`src/dsm_pkg.sv`:
```
// Operation
// - SPE is 87 columns by 9 rows
// - Each row holds 59 fixed stuff bits
// - Fixed stuff sent as zero, ignored on receive
// - Each row holds 621 dedicated data bits
// - Data positions carry payload and overhead alike
// - One stuff opportunity bit per row
// - Mapper picks opportunity use from timing difference
// - Five control bits flag the row's opportunity
// - All zero control means opportunity is data
// - All one control means opportunity is stuff
// - Two overhead communication bits per row
// - Nominal rate gives 5592 bits per envelope
package dsm_pkg;

	// ****************************************************************
	// Envelope geometry.
	// ****************************************************************
	localparam int SPE_COLS  = 87;
	localparam int SPE_ROWS  = 9;
	localparam int ROW_BITS  = SPE_COLS * 8;
	localparam int POH_BITS  = 8;
	localparam int CTRL_BITS = 5;
	localparam int OH_BITS   = 2;
	localparam int FIX_BITS  = 59;
	localparam int DATA_BITS = 621;

	// Bit positions inside one row; control precedes the opportunity
	// bit so the receiver has voted before the opportunity arrives.
	localparam logic [9:0] CTRL_FIRST = 10'h008;
	localparam logic [9:0] OH_FIRST   = 10'h00d;
	localparam logic [9:0] FIX_FIRST  = 10'h00f;
	localparam logic [9:0] OPP_POS    = 10'h04a;
	localparam logic [9:0] DATA_FIRST = 10'h04b;
	localparam logic [9:0] ROW_LAST   = 10'h2b7;
	localparam logic [3:0] ROW_FINAL  = 4'h8;
	localparam logic [2:0] VOTE_MIN   = 3'h3;

	// FIFO fill at or above which the opportunity bit carries data.
	localparam logic [2:0] JUST_LEVEL = 3'h2;
	localparam int         FIFO_W     = 1;
	localparam int         FIFO_D     = 4;

	// ****************************************************************
	// Types.
	// ****************************************************************
	typedef enum logic [2:0] {
		K_POH  = 3'b000,
		K_CTRL = 3'b001,
		K_OH   = 3'b010,
		K_FIX  = 3'b011,
		K_OPP  = 3'b100,
		K_DATA = 3'b101
	} dsm_kind_t;

	typedef enum logic [0:0] {
		ST_IDLE = 1'b0,
		ST_RUN  = 1'b1
	} dsm_state_t;

	// Classifies a bit position within a row.
	function automatic dsm_kind_t kind_of(input logic [9:0] pos);
		dsm_kind_t k;
		if (pos < CTRL_FIRST) begin
			k = K_POH;
		end else if (pos < OH_FIRST) begin
			k = K_CTRL;
		end else if (pos < FIX_FIRST) begin
			k = K_OH;
		end else if (pos < OPP_POS) begin
			k = K_FIX;
		end else if (pos == OPP_POS) begin
			k = K_OPP;
		end else begin
			k = K_DATA;
		end
		return k;
	endfunction : kind_of

endpackage : dsm_pkg

```
`src/dsm_link_if.sv`:
```
// Serial envelope link between mapper and de-mapper, one bit a cycle.
interface dsm_link_if;
	logic spe_bit;
	logic spe_valid;
	logic spe_sof;

	modport mapper (output spe_bit, output spe_valid, output spe_sof);
	modport demapper (input spe_bit, input spe_valid, input spe_sof);
endinterface : dsm_link_if

```
`src/dsm_mapper.sv`:
```
// ****************************************************************
// Small FIFO between the tributary source and the envelope builder.
// ****************************************************************
module dsm_fifo #(
	parameter int W = 1,
	parameter int D = 4
) (
	input  wire logic                     clk,
	input  wire logic                     rst_n,
	input  wire logic                     ce,
	input  wire logic [W-1:0]             in_data,
	input  wire logic                     in_valid,
	output logic                          in_ready,
	output logic [W-1:0]                  out_data,
	output logic                          out_valid,
	input  wire logic                     out_ready,
	output logic [$clog2(D+1)-1:0]        level
);
	localparam int CW = $clog2(D+1);
	localparam int PW = (D > 1) ? $clog2(D) : 1;
	localparam logic [CW-1:0] FULL = CW'(D);

	logic [W-1:0]  mem_reg [D];
	logic [PW-1:0] wp_reg, wp_next, rp_reg, rp_next;
	logic [CW-1:0] cnt_reg, cnt_next;
	logic          rdy_reg, rdy_next;
	logic          push, pop;

	// Pointers and count; ready is registered so the source sees a flop.
	always_comb begin
		push     = in_valid && rdy_reg;
		pop      = out_ready && (cnt_reg != '0);
		wp_next  = wp_reg;
		rp_next  = rp_reg;
		if (push) begin
			wp_next = (wp_reg == PW'(D-1)) ? '0 : wp_reg + 1'b1;
		end
		if (pop) begin
			rp_next = (rp_reg == PW'(D-1)) ? '0 : rp_reg + 1'b1;
		end
		cnt_next = cnt_reg + CW'(push) - CW'(pop);
		rdy_next = (cnt_next != FULL);
	end

	// Register pointers, count and ready; a low enable holds them all.
	always_ff @(posedge clk or negedge rst_n) begin
		if (!rst_n) begin
			wp_reg  <= '0;
			rp_reg  <= '0;
			cnt_reg <= '0;
			rdy_reg <= 1'b1;
		end else if (ce) begin
			wp_reg  <= wp_next;
			rp_reg  <= rp_next;
			cnt_reg <= cnt_next;
			rdy_reg <= rdy_next;
		end
	end

	// Storage has no reset; empty slots are never read.
	always_ff @(posedge clk) begin
		if (ce && push) begin
			mem_reg[wp_reg] <= in_data;
		end
	end

	// Ready and level come straight from registers; data is read in place.
	assign in_ready  = rdy_reg;
	assign out_data  = mem_reg[rp_reg];
	assign out_valid = (cnt_reg != '0);
	assign level     = cnt_reg;
endmodule : dsm_fifo

// ****************************************************************
// Envelope builder: tributary bits in, envelope bits out.
// ****************************************************************
module dsm_mapper (
	input  wire logic        clk,
	input  wire logic        rst_n,
	input  wire logic        ce,
	input  wire logic        map_en,
	input  wire logic        ds3_bit,
	input  wire logic        ds3_valid,
	output logic             ds3_ready,
	input  wire logic [1:0]  oh_bits,
	output logic             underrun,
	dsm_link_if.mapper       lnk
);
	dsm_pkg::dsm_state_t st_reg, st_next;
	dsm_pkg::dsm_kind_t  kind;
	logic [9:0] pos_reg, pos_next;
	logic [3:0] row_reg, row_next;
	logic       stuff_reg, stuff_next;
	logic       bit_reg, bit_next;
	logic       val_reg, val_next;
	logic       sof_reg, sof_next;
	logic       unr_reg, unr_next;
	logic       dec;
	logic       pop;
	logic       f_data, f_valid;
	logic [2:0] f_level;
	logic       run;
	logic       last;

	// The FIFO absorbs the phase wander between the tributary and the
	// envelope clock, and its fill level drives the justification choice.
	// Four words leave headroom above the threshold, so a source at full
	// rate keeps the level high enough to fill the opportunity bits.
	dsm_fifo #(.W(dsm_pkg::FIFO_W), .D(dsm_pkg::FIFO_D)) u_fifo (
		.clk       (clk),
		.rst_n     (rst_n),
		.ce        (ce),
		.in_data   (ds3_bit),
		.in_valid  (ds3_valid),
		.in_ready  (ds3_ready),
		.out_data  (f_data),
		.out_valid (f_valid),
		.out_ready (pop),
		.level     (f_level)
	);

	// Walk the envelope bit by bit and pick each bit's content.
	always_comb begin
		st_next    = st_reg;
		pos_next   = pos_reg;
		row_next   = row_reg;
		stuff_next = stuff_reg;
		bit_next   = 1'b0;
		sof_next   = 1'b0;
		unr_next   = 1'b0;
		pop        = 1'b0;
		run        = (st_reg == dsm_pkg::ST_RUN);
		last       = (pos_reg == dsm_pkg::ROW_LAST);
		kind       = dsm_pkg::kind_of(pos_reg);
		// A low fill means the tributary runs slow against our clock,
		// so the opportunity is stuffed; a nominal source lands near
		// three data opportunities per envelope.
		dec = (pos_reg == dsm_pkg::CTRL_FIRST) ?
			(f_level < dsm_pkg::JUST_LEVEL) : stuff_reg;
		val_next = run;
		if (run) begin
			sof_next = (pos_reg == '0) && (row_reg == '0);
			case (kind)
				dsm_pkg::K_CTRL: begin
					stuff_next = dec;
					bit_next   = dec;
				end
				dsm_pkg::K_OH: begin
					bit_next = oh_bits[pos_reg[0] ? 1 : 0];
				end
				dsm_pkg::K_OPP: begin
					pop      = !stuff_reg;
					bit_next = !stuff_reg && f_data && f_valid;
					unr_next = !stuff_reg && !f_valid;
				end
				dsm_pkg::K_DATA: begin
					// Payload and framing bits are treated alike.
					pop      = 1'b1;
					bit_next = f_data && f_valid;
					unr_next = !f_valid;
				end
				default: begin
					bit_next = 1'b0;
				end
			endcase
			pos_next = last ? '0 : pos_reg + 10'h001;
			if (last) begin
				row_next = (row_reg == dsm_pkg::ROW_FINAL) ?
					'0 : row_reg + 4'h1;
			end
			// Stop only on an envelope boundary.
			if (!map_en && last && row_reg == dsm_pkg::ROW_FINAL) begin
				st_next = dsm_pkg::ST_IDLE;
			end
		end else if (map_en) begin
			st_next  = dsm_pkg::ST_RUN;
			pos_next = '0;
			row_next = '0;
		end
	end

	// Register the walk; a low clock enable freezes the whole envelope.
	always_ff @(posedge clk or negedge rst_n) begin
		if (!rst_n) begin
			st_reg    <= dsm_pkg::ST_IDLE;
			pos_reg   <= '0;
			row_reg   <= '0;
			stuff_reg <= 1'b1;
			bit_reg   <= 1'b0;
			val_reg   <= 1'b0;
			sof_reg   <= 1'b0;
			unr_reg   <= 1'b0;
		end else if (ce) begin
			st_reg    <= st_next;
			pos_reg   <= pos_next;
			row_reg   <= row_next;
			stuff_reg <= stuff_next;
			bit_reg   <= bit_next;
			val_reg   <= val_next;
			sof_reg   <= sof_next;
			unr_reg   <= unr_next;
		end
	end

	// Link and status outputs are driven straight from the registers.
	assign lnk.spe_bit   = bit_reg;
	assign lnk.spe_valid = val_reg;
	assign lnk.spe_sof   = sof_reg;
	assign underrun      = unr_reg;
endmodule : dsm_mapper

```
`src/flat_wrapper.sv`:
```
// flat-port wrapper written by rule: the top's interface ports become plain ports
module dsm_mapper_flat 
  (clk, rst_n, ce, map_en, ds3_bit, ds3_valid, ds3_ready, oh_bits, underrun, lnk_spe_bit, lnk_spe_valid, lnk_spe_sof);
  dsm_link_if lnk_i ();
  input  wire logic clk;
  input  wire logic rst_n;
  input  wire logic ce;
  input  wire logic map_en;
  input  wire logic ds3_bit;
  input  wire logic ds3_valid;
  output logic ds3_ready;
  input  wire logic [1:0] oh_bits;
  output logic underrun;
  output wire logic [$bits(lnk_i.spe_bit)-1:0] lnk_spe_bit;
  output wire logic [$bits(lnk_i.spe_valid)-1:0] lnk_spe_valid;
  output wire logic [$bits(lnk_i.spe_sof)-1:0] lnk_spe_sof;
  assign lnk_spe_bit = lnk_i.spe_bit;
  assign lnk_spe_valid = lnk_i.spe_valid;
  assign lnk_spe_sof = lnk_i.spe_sof;
  dsm_mapper u_core (.clk(clk), .rst_n(rst_n), .ce(ce), .map_en(map_en), .ds3_bit(ds3_bit), .ds3_valid(ds3_valid), .ds3_ready(ds3_ready), .oh_bits(oh_bits), .underrun(underrun), .lnk(lnk_i));
endmodule
```
`config.mk`:
```
export PLATFORM = sky130hd
export DESIGN_NAME = dsm_mapper_flat
export DESIGN_NICKNAME = d
export VERILOG_FILES = /design/src/dsm_pkg.sv /design/src/dsm_link_if.sv /design/src/dsm_mapper.sv /design/src/flat_wrapper.sv
export SDC_FILE = /design/constraint.sdc
export NUM_CORES = 1
export LEC_CHECK = 0
export ABC_AREA = 1
export BUFFER_PORTS_ARGS = -buffer_cell sky130_fd_sc_hd__buf_2
export CAP_MARGIN = 20
export CORE_UTILIZATION = 51
export DETAILED_ROUTE_END_ITERATION = 16
export HOLD_SLACK_MARGIN = 0.03
export PLACE_DENSITY_LB_ADDON = 0.3
export SETUP_SLACK_MARGIN = 0.02
export SYNTH_ARGS = -nofsm -noshare
export SYNTH_HDL_FRONTEND = slang
export SYNTH_HIERARCHICAL = 1
export SYNTH_SLANG_ARGS = --single-unit
```
`constraint.sdc`:
```
create_clock -name clk -period 6.8 [get_ports clk]
set_input_delay 0.68 -clock clk [delete_from_list [all_inputs] [get_ports clk]]
set_output_delay 0.68 -clock clk [all_outputs]
set_load 0.01 [all_outputs]
```
# After elaboration in Yosys (flattened, before gate mapping)
# Memory sizes are Yosys's and may differ from the RTL's.
# Cells that the tools add are included.
[word_totals]
reg_bits = 28
ram_bits = 4
wordCells = 90
mem_count = 1
[mem_list]
columns = ["name", "words", "width", "read_ports", "rd_ports_with_merged_regs", "wr", "line", "rtl"]
rows = [
  ["u_core.u_fifo.mem_reg", 4, 1, 1, 0, 1, "dsm_mapper.sv:23", "logic [W-1:0] mem_reg [D];"],
]
[op_classes]
add_sub_neg = 6
order_cmp = 6
eq_ne = 12
mux = 31
n_reduce_logical = 22
[ops]
columns = ["op", "count"]
rows = [
  ["$lt A32 B3 Y1 const B", 1],
  ["$lt A10 B4 Y1 const B", 3],
  ["$mux W10", 3],
  ["$mux W4", 4],
  ["$mux W1", 15],
  ["$mux W3", 4],
  ["$add A10 B1 Y10 const B", 1],
  ["$eq A10 B10 Y1 const B", 1],
  ["$eq A10 B4 Y1 const B", 1],
  ["$eq A10 B7 Y1 const B", 1],
  ["$logic_and A1 B1 Y1", 10],
  ["$logic_not A10 Y1", 1],
  ["$lt A10 B7 Y1 const B", 1],
  ["$eq A3 B3 Y1 const B", 2],
  ["$reduce_and A2 Y1", 3],
  ["$reduce_and A3 Y1", 2],
  ["$add A2 B1 Y2 const B", 2],
  ["$add A4 B1 Y4 const B", 1],
  ["$eq A2 B2 Y1 const B", 2],
  ["$eq A4 B4 Y1 const B", 1],
  ["$logic_not A4 Y1", 1],
  ["$mux W2", 2],
  ["$pmux W1 S2", 2],
  ["$pmux W1 S4", 1],
  ["other kinds (10)", 12],
]

# Logic depth before layout (Yosys ltp)
[depth]
word_depth = 12
depth_mapped = 23
mapped_depth_nobuf = 22

# Hierarchy
# Netlist, hierarchy kept.
[by_module_without_submodules]
columns = ["mod", "n_inst", "cells_per_inst", "area_per_inst_um2"]
rows = [
  ["dsm_mapper", 1, 171, 1249.9],
  ["dsm_fifo", 1, 78, 686.9],
]

# Least setup slack after synthesis
# OpenSTA, ideal clock, no wires.
[synth_timing]
path_type = "reg-to-reg"
start = "reg u_core.pos_reg[0]"
end = "reg u_core.u_fifo.rdy_reg, in the netlist u_core/u_fifo/in_ready"
arrival_time_ps = 2732
setup_slack_ps = 3992
path_stages_with_launch = 21
period_less_slack_ps = 2808
cell_sequence = "dfrtp_1 > inv_1 > ha_1 > or2_2 > nand2_1 > nand2_1 > nand3_1 > nand2_1 > nand2_1 > nor2_2 > and2_2 > ha_1 > inv_1 > ha_1 > inv_1 > fa_1 > inv_1 > nor2_1 > nand2_1 > nand2_1 > nand2_1"
[synth_via]
elab_chain_cells = 12
[synth_rtl]
columns = ["element", "line", "rtl"]
rows = [
  ["start, declared", "dsm_mapper.sv:91", "logic [9:0] pos_reg, pos_next;"],
  ["start signal, assigned", "dsm_mapper.sv:195", "pos_reg <= pos_next;"],
  ["branches (longest 5 deep; another with $lt A10 B7 Y1)", "n/a", ""],
  ["$mux W3 (*)", "dsm_pkg.sv:64", "if (pos < CTRL_FIRST) begin"],
  ["$eq A3 B3 Y1", "dsm_mapper.sv:143", "case (kind)"],
  ["$pmux W1 S2 (*)", "dsm_mapper.sv:143", ""],
  ["$mux W1 (*)", "dsm_mapper.sv:141", "if (run) begin"],
  ["named net u_core.pop", "dsm_mapper.sv:99", "logic pop;"],
  ["$logic_and A1 B1 Y1 (*)", "dsm_mapper.sv:32", "pop = out_ready && (cnt_reg != '0);"],
  ["$sub A3 B1 Y3 (*)", "dsm_mapper.sv:41", "cnt_next = cnt_reg + CW'(push) - CW'(pop);"],
  ["$ne A3 B3 Y1 (*)", "dsm_mapper.sv:42", "rdy_next = (cnt_next != FULL);"],
  ["end signal, assigned", "dsm_mapper.sv:56", "rdy_reg <= rdy_next;"],
  ["end, declared", "dsm_mapper.sv:26", "logic rdy_reg, rdy_next;"],
]
# Mark *: on every way through the listed nets, which the timed path passes.
# A chain may end at the register's enable or synchronous reset.

# Final worst setup path
# Ends and elaborated chain as after synthesis.

==> impl_results.md <==
* Final max-slew violation count at 0
* Max-cap viol count at 0
* Most frequent cell after synthesis: nand2_1
* TritonCTS clock tree: done
* Number of flops mapped to enable cells by yosys at 4
* Syn nets at approximately 270
* Layout cell share with drive strength beyond 1 at a little over an eighth
* Final Wtd Congestion at 0.965
* Top cell type by total area after synthesis: dfrtp_1
* Top cell type's share of synthesized area at 33.6%
* Initial Util at 52.9%
* Synthesized area at 1940 sq um
* DR DRC count at 0
* CP top delay family: adder cells
* YS warnings at 6
* Rows at 22
* FMAX at about 330 MHz
* Clk sink count at 32
* Number of global-route vias before repair at 1,513
* Routed Antenna Nets at 0
* NumNets Final at 287
* IO Count at 13
* DR vias/cell at 4.97
* Fin crit period at 3070 ps
* Drt pass-1 iters at 4
* Count of final hold-check violations at 0
* Final wirelength at about 3.7 mm
* Data required, critical path at 7010 ps
* CP peak stage delay at 500 ps
* Design Area, Final at ~2100 sq um
* Reg-to-reg slack, setup at ~3700 ps
* Wire length per cell at approximately 12 um
* Async set-reset flop share out of synthesis at 87.5%
* Port Buf Inserts at 12
* Distinct cells, synth at 32
* Post-cts gate resize count at 0
* Largest net degree at the start of global routing at 29
* First-pass GRT wire length at 6.72 mm
* Flops & latches, synth at 32
* Core area at 3660 sq um
* Max stage delay cell, worst path: fa_1
* Worst slew margin at 59.1%
* Sum of buffers and inverters on the critical path at 4
* Critical Path Most Common Cell: nand2_1
* Tightest Pin Transition at just over 600 ps
* Setup TNS Final at 0 ps
* Sequential cell area at 823 sq um
* # Post-CTS Setup Buffers at 0
* Initial DRC count at 75
* Net Sw Frac at between 30% and 40%
* Mean area per synthesized cell at 7.78 sq um
* Sw power at 271 uW
* Share of total power in combinational logic at between 30% and 40%
* Area post-placement at 2050 sq um
* Die area at 4050 sq um
* Cells after synthesis at between 200 and 250
* Top post-synthesis cells by count: nand2_1, inv_1, dfrtp_1
* Global-route usage over all layers at 21.4%
* Final hold slack at ~420 ps
* Post-synth top flop: dfrtp_1
* Sequential fraction of the synthesis area at 42.5%
* DP Wirelength at 2.90 mm
* Initial antenna violation count at 0
* Fin crit share at 45.2%
* Vias at approximately 1,600
* Fill count at 344
* Final setup vio count at 0
* Clock transition at path regs at 60 ps
* Max Fanout on Critical Path at 4
* Area of the multi-input gates at ~940 sq um
* Post-CTS Hold Buffers at 0
* Worst Skew at approximately 5.7 ps
* Worst Path Arrival at 3280 ps
* CTS buffer count at 5
* Pwr dens at ~320 nW/um^2
* Die height at 63.6 um
* Leak at ~0.0011 uW
* Synth top area cells: dfrtp_1, nand2_1, inv_1
* Root buffer cell: clkbuf_8
* RSZ-0062 raised after global routing: no
* Hold/Removal Path Class: input port to async pin
* Area Growth Syn to Fin at 10.1%
* Max clock buf depth at 2
* Crit. End Element: flip-flop
* Max reg flops at 10
* Part of the power in registers at roughly 43%
* Crit start category: flip-flop
* Ant diodes at 0
* GRT Residual Overflow at 0
* VDD IR-drop max at ~210 uV
* Status: finished, final reports clean
* Clk network pwr share at a little under a fifth
* Htree depth at 2
* Die W at 63.6 um
* Critical-path cell list: inv_1, ha_1, or2_2, nand2_1, nand2_1, nand3_1, nand2_1, nand2_1, nor2_2, and2_2, ha_1, inv_1, ha_1, inv_1, fa_1, inv_1, nor2_1, nand2_1, nand2_1, nand2_1
* Internal cell power at around 420 uW
* Clk_lat worst skew at approximately 270 ps
* WS Path Type: flip-flop to flip-flop
[worst paths after layout]
check	startpoint	endpoint	depth (start not counted)
worst max register to register	u_core/pos_reg[0]	u_core/u_fifo/in_ready	20
worst max-delay path	u_core/pos_reg[0]	u_core/u_fifo/in_ready	20
max in group asynchronous	rst_n	u_core/u_fifo/level[2]	1
min in group clk	u_core/underrun	u_core/underrun	2
worst min register to register	u_core/underrun	u_core/underrun	2
worst min-delay path	rst_n	u_core/pos_reg[9]	1
[cell usage in the layout, fill, tap and decap left out]
cell type  count
nand3b_1       1
buf_2         12
and2_2         1
nand4_1        4
nor2_1        23
nand2_1       61
nor3_1         6
dfstp_2        2
nand3_2        1
o22ai_1        3
dfrtp_1       26
clkbuf_8       5
clkbuf_1       2
inv_2          3
inv_1         41
mux2i_1        1
nor2_2         3
or3_4          1
nor3b_1        1
nand2_2        2
nor2_4         1
or2_2          3
nor4_1         3
a32o_1         1
o21ai_0       14
a32oi_1        1
nor3b_2        1
fa_1           1
nand2_4        1
clkinv_1       1
a21oi_1        6
ha_1          11
edfxtp_1       4
xor2_1         4
nand3_1       17
[routing by layer]
metal | GRT usage (%) | share of wire [%] | vias to the layer above
met4 | 6.53 | 0.86 | 0
met2 | 34.4 | 46 | 30
li1 | - | - | 829
met3 | 5.25 | 4.7 | 4
met5 | 0 | 0 | -
met1 | 28.2 | 48 | 707
[stage by stage]
step                      power (uW)  setup slack, ps  util, %  std cells
after floorplan                  491             3990        -        249
after global placement           544             3900     56.0        308
after detailed placement         559             3770     56.0        308
after CTS                        695             3740     58.2        316
final                            688             3730     58.2        316
after global routing             762             3500     58.2        316
[kinds of logic (layout without fill, tap and decap cells)]
family	after synthesis	in the layout	share of synthesized area [%]
DFF	32	32	42.5
AOI/OAI and AO/OA	25	25	7.11
muxes	1	1	0.517
xor gates and xnor gates	4	4	1.81
buffers and inverters	45	64	8.79
and+or+nand+nor	130	130	31.1
adders and majority gates	12	12	8.14
[cell type report]
class	instances	area share, %
tap	48	2.82
sequential	32	38.6
clock inverter	1	0.176
clock buffer	7	3.58
timing repair buffer	12	2.82
inverter	44	7.75
multi-input combinational	172	44.2
[power groups by stage]
stage	logic [uW]	clock network [uW]	registers [uW]
after global routing	313	146	303
after floorplan	206	0	284
after detailed placement	262	0	297
after CTS	263	137	294
final	262	132	295
after global placement	247	0	296
Note: power is estimated with default switching activity, not from simulation.
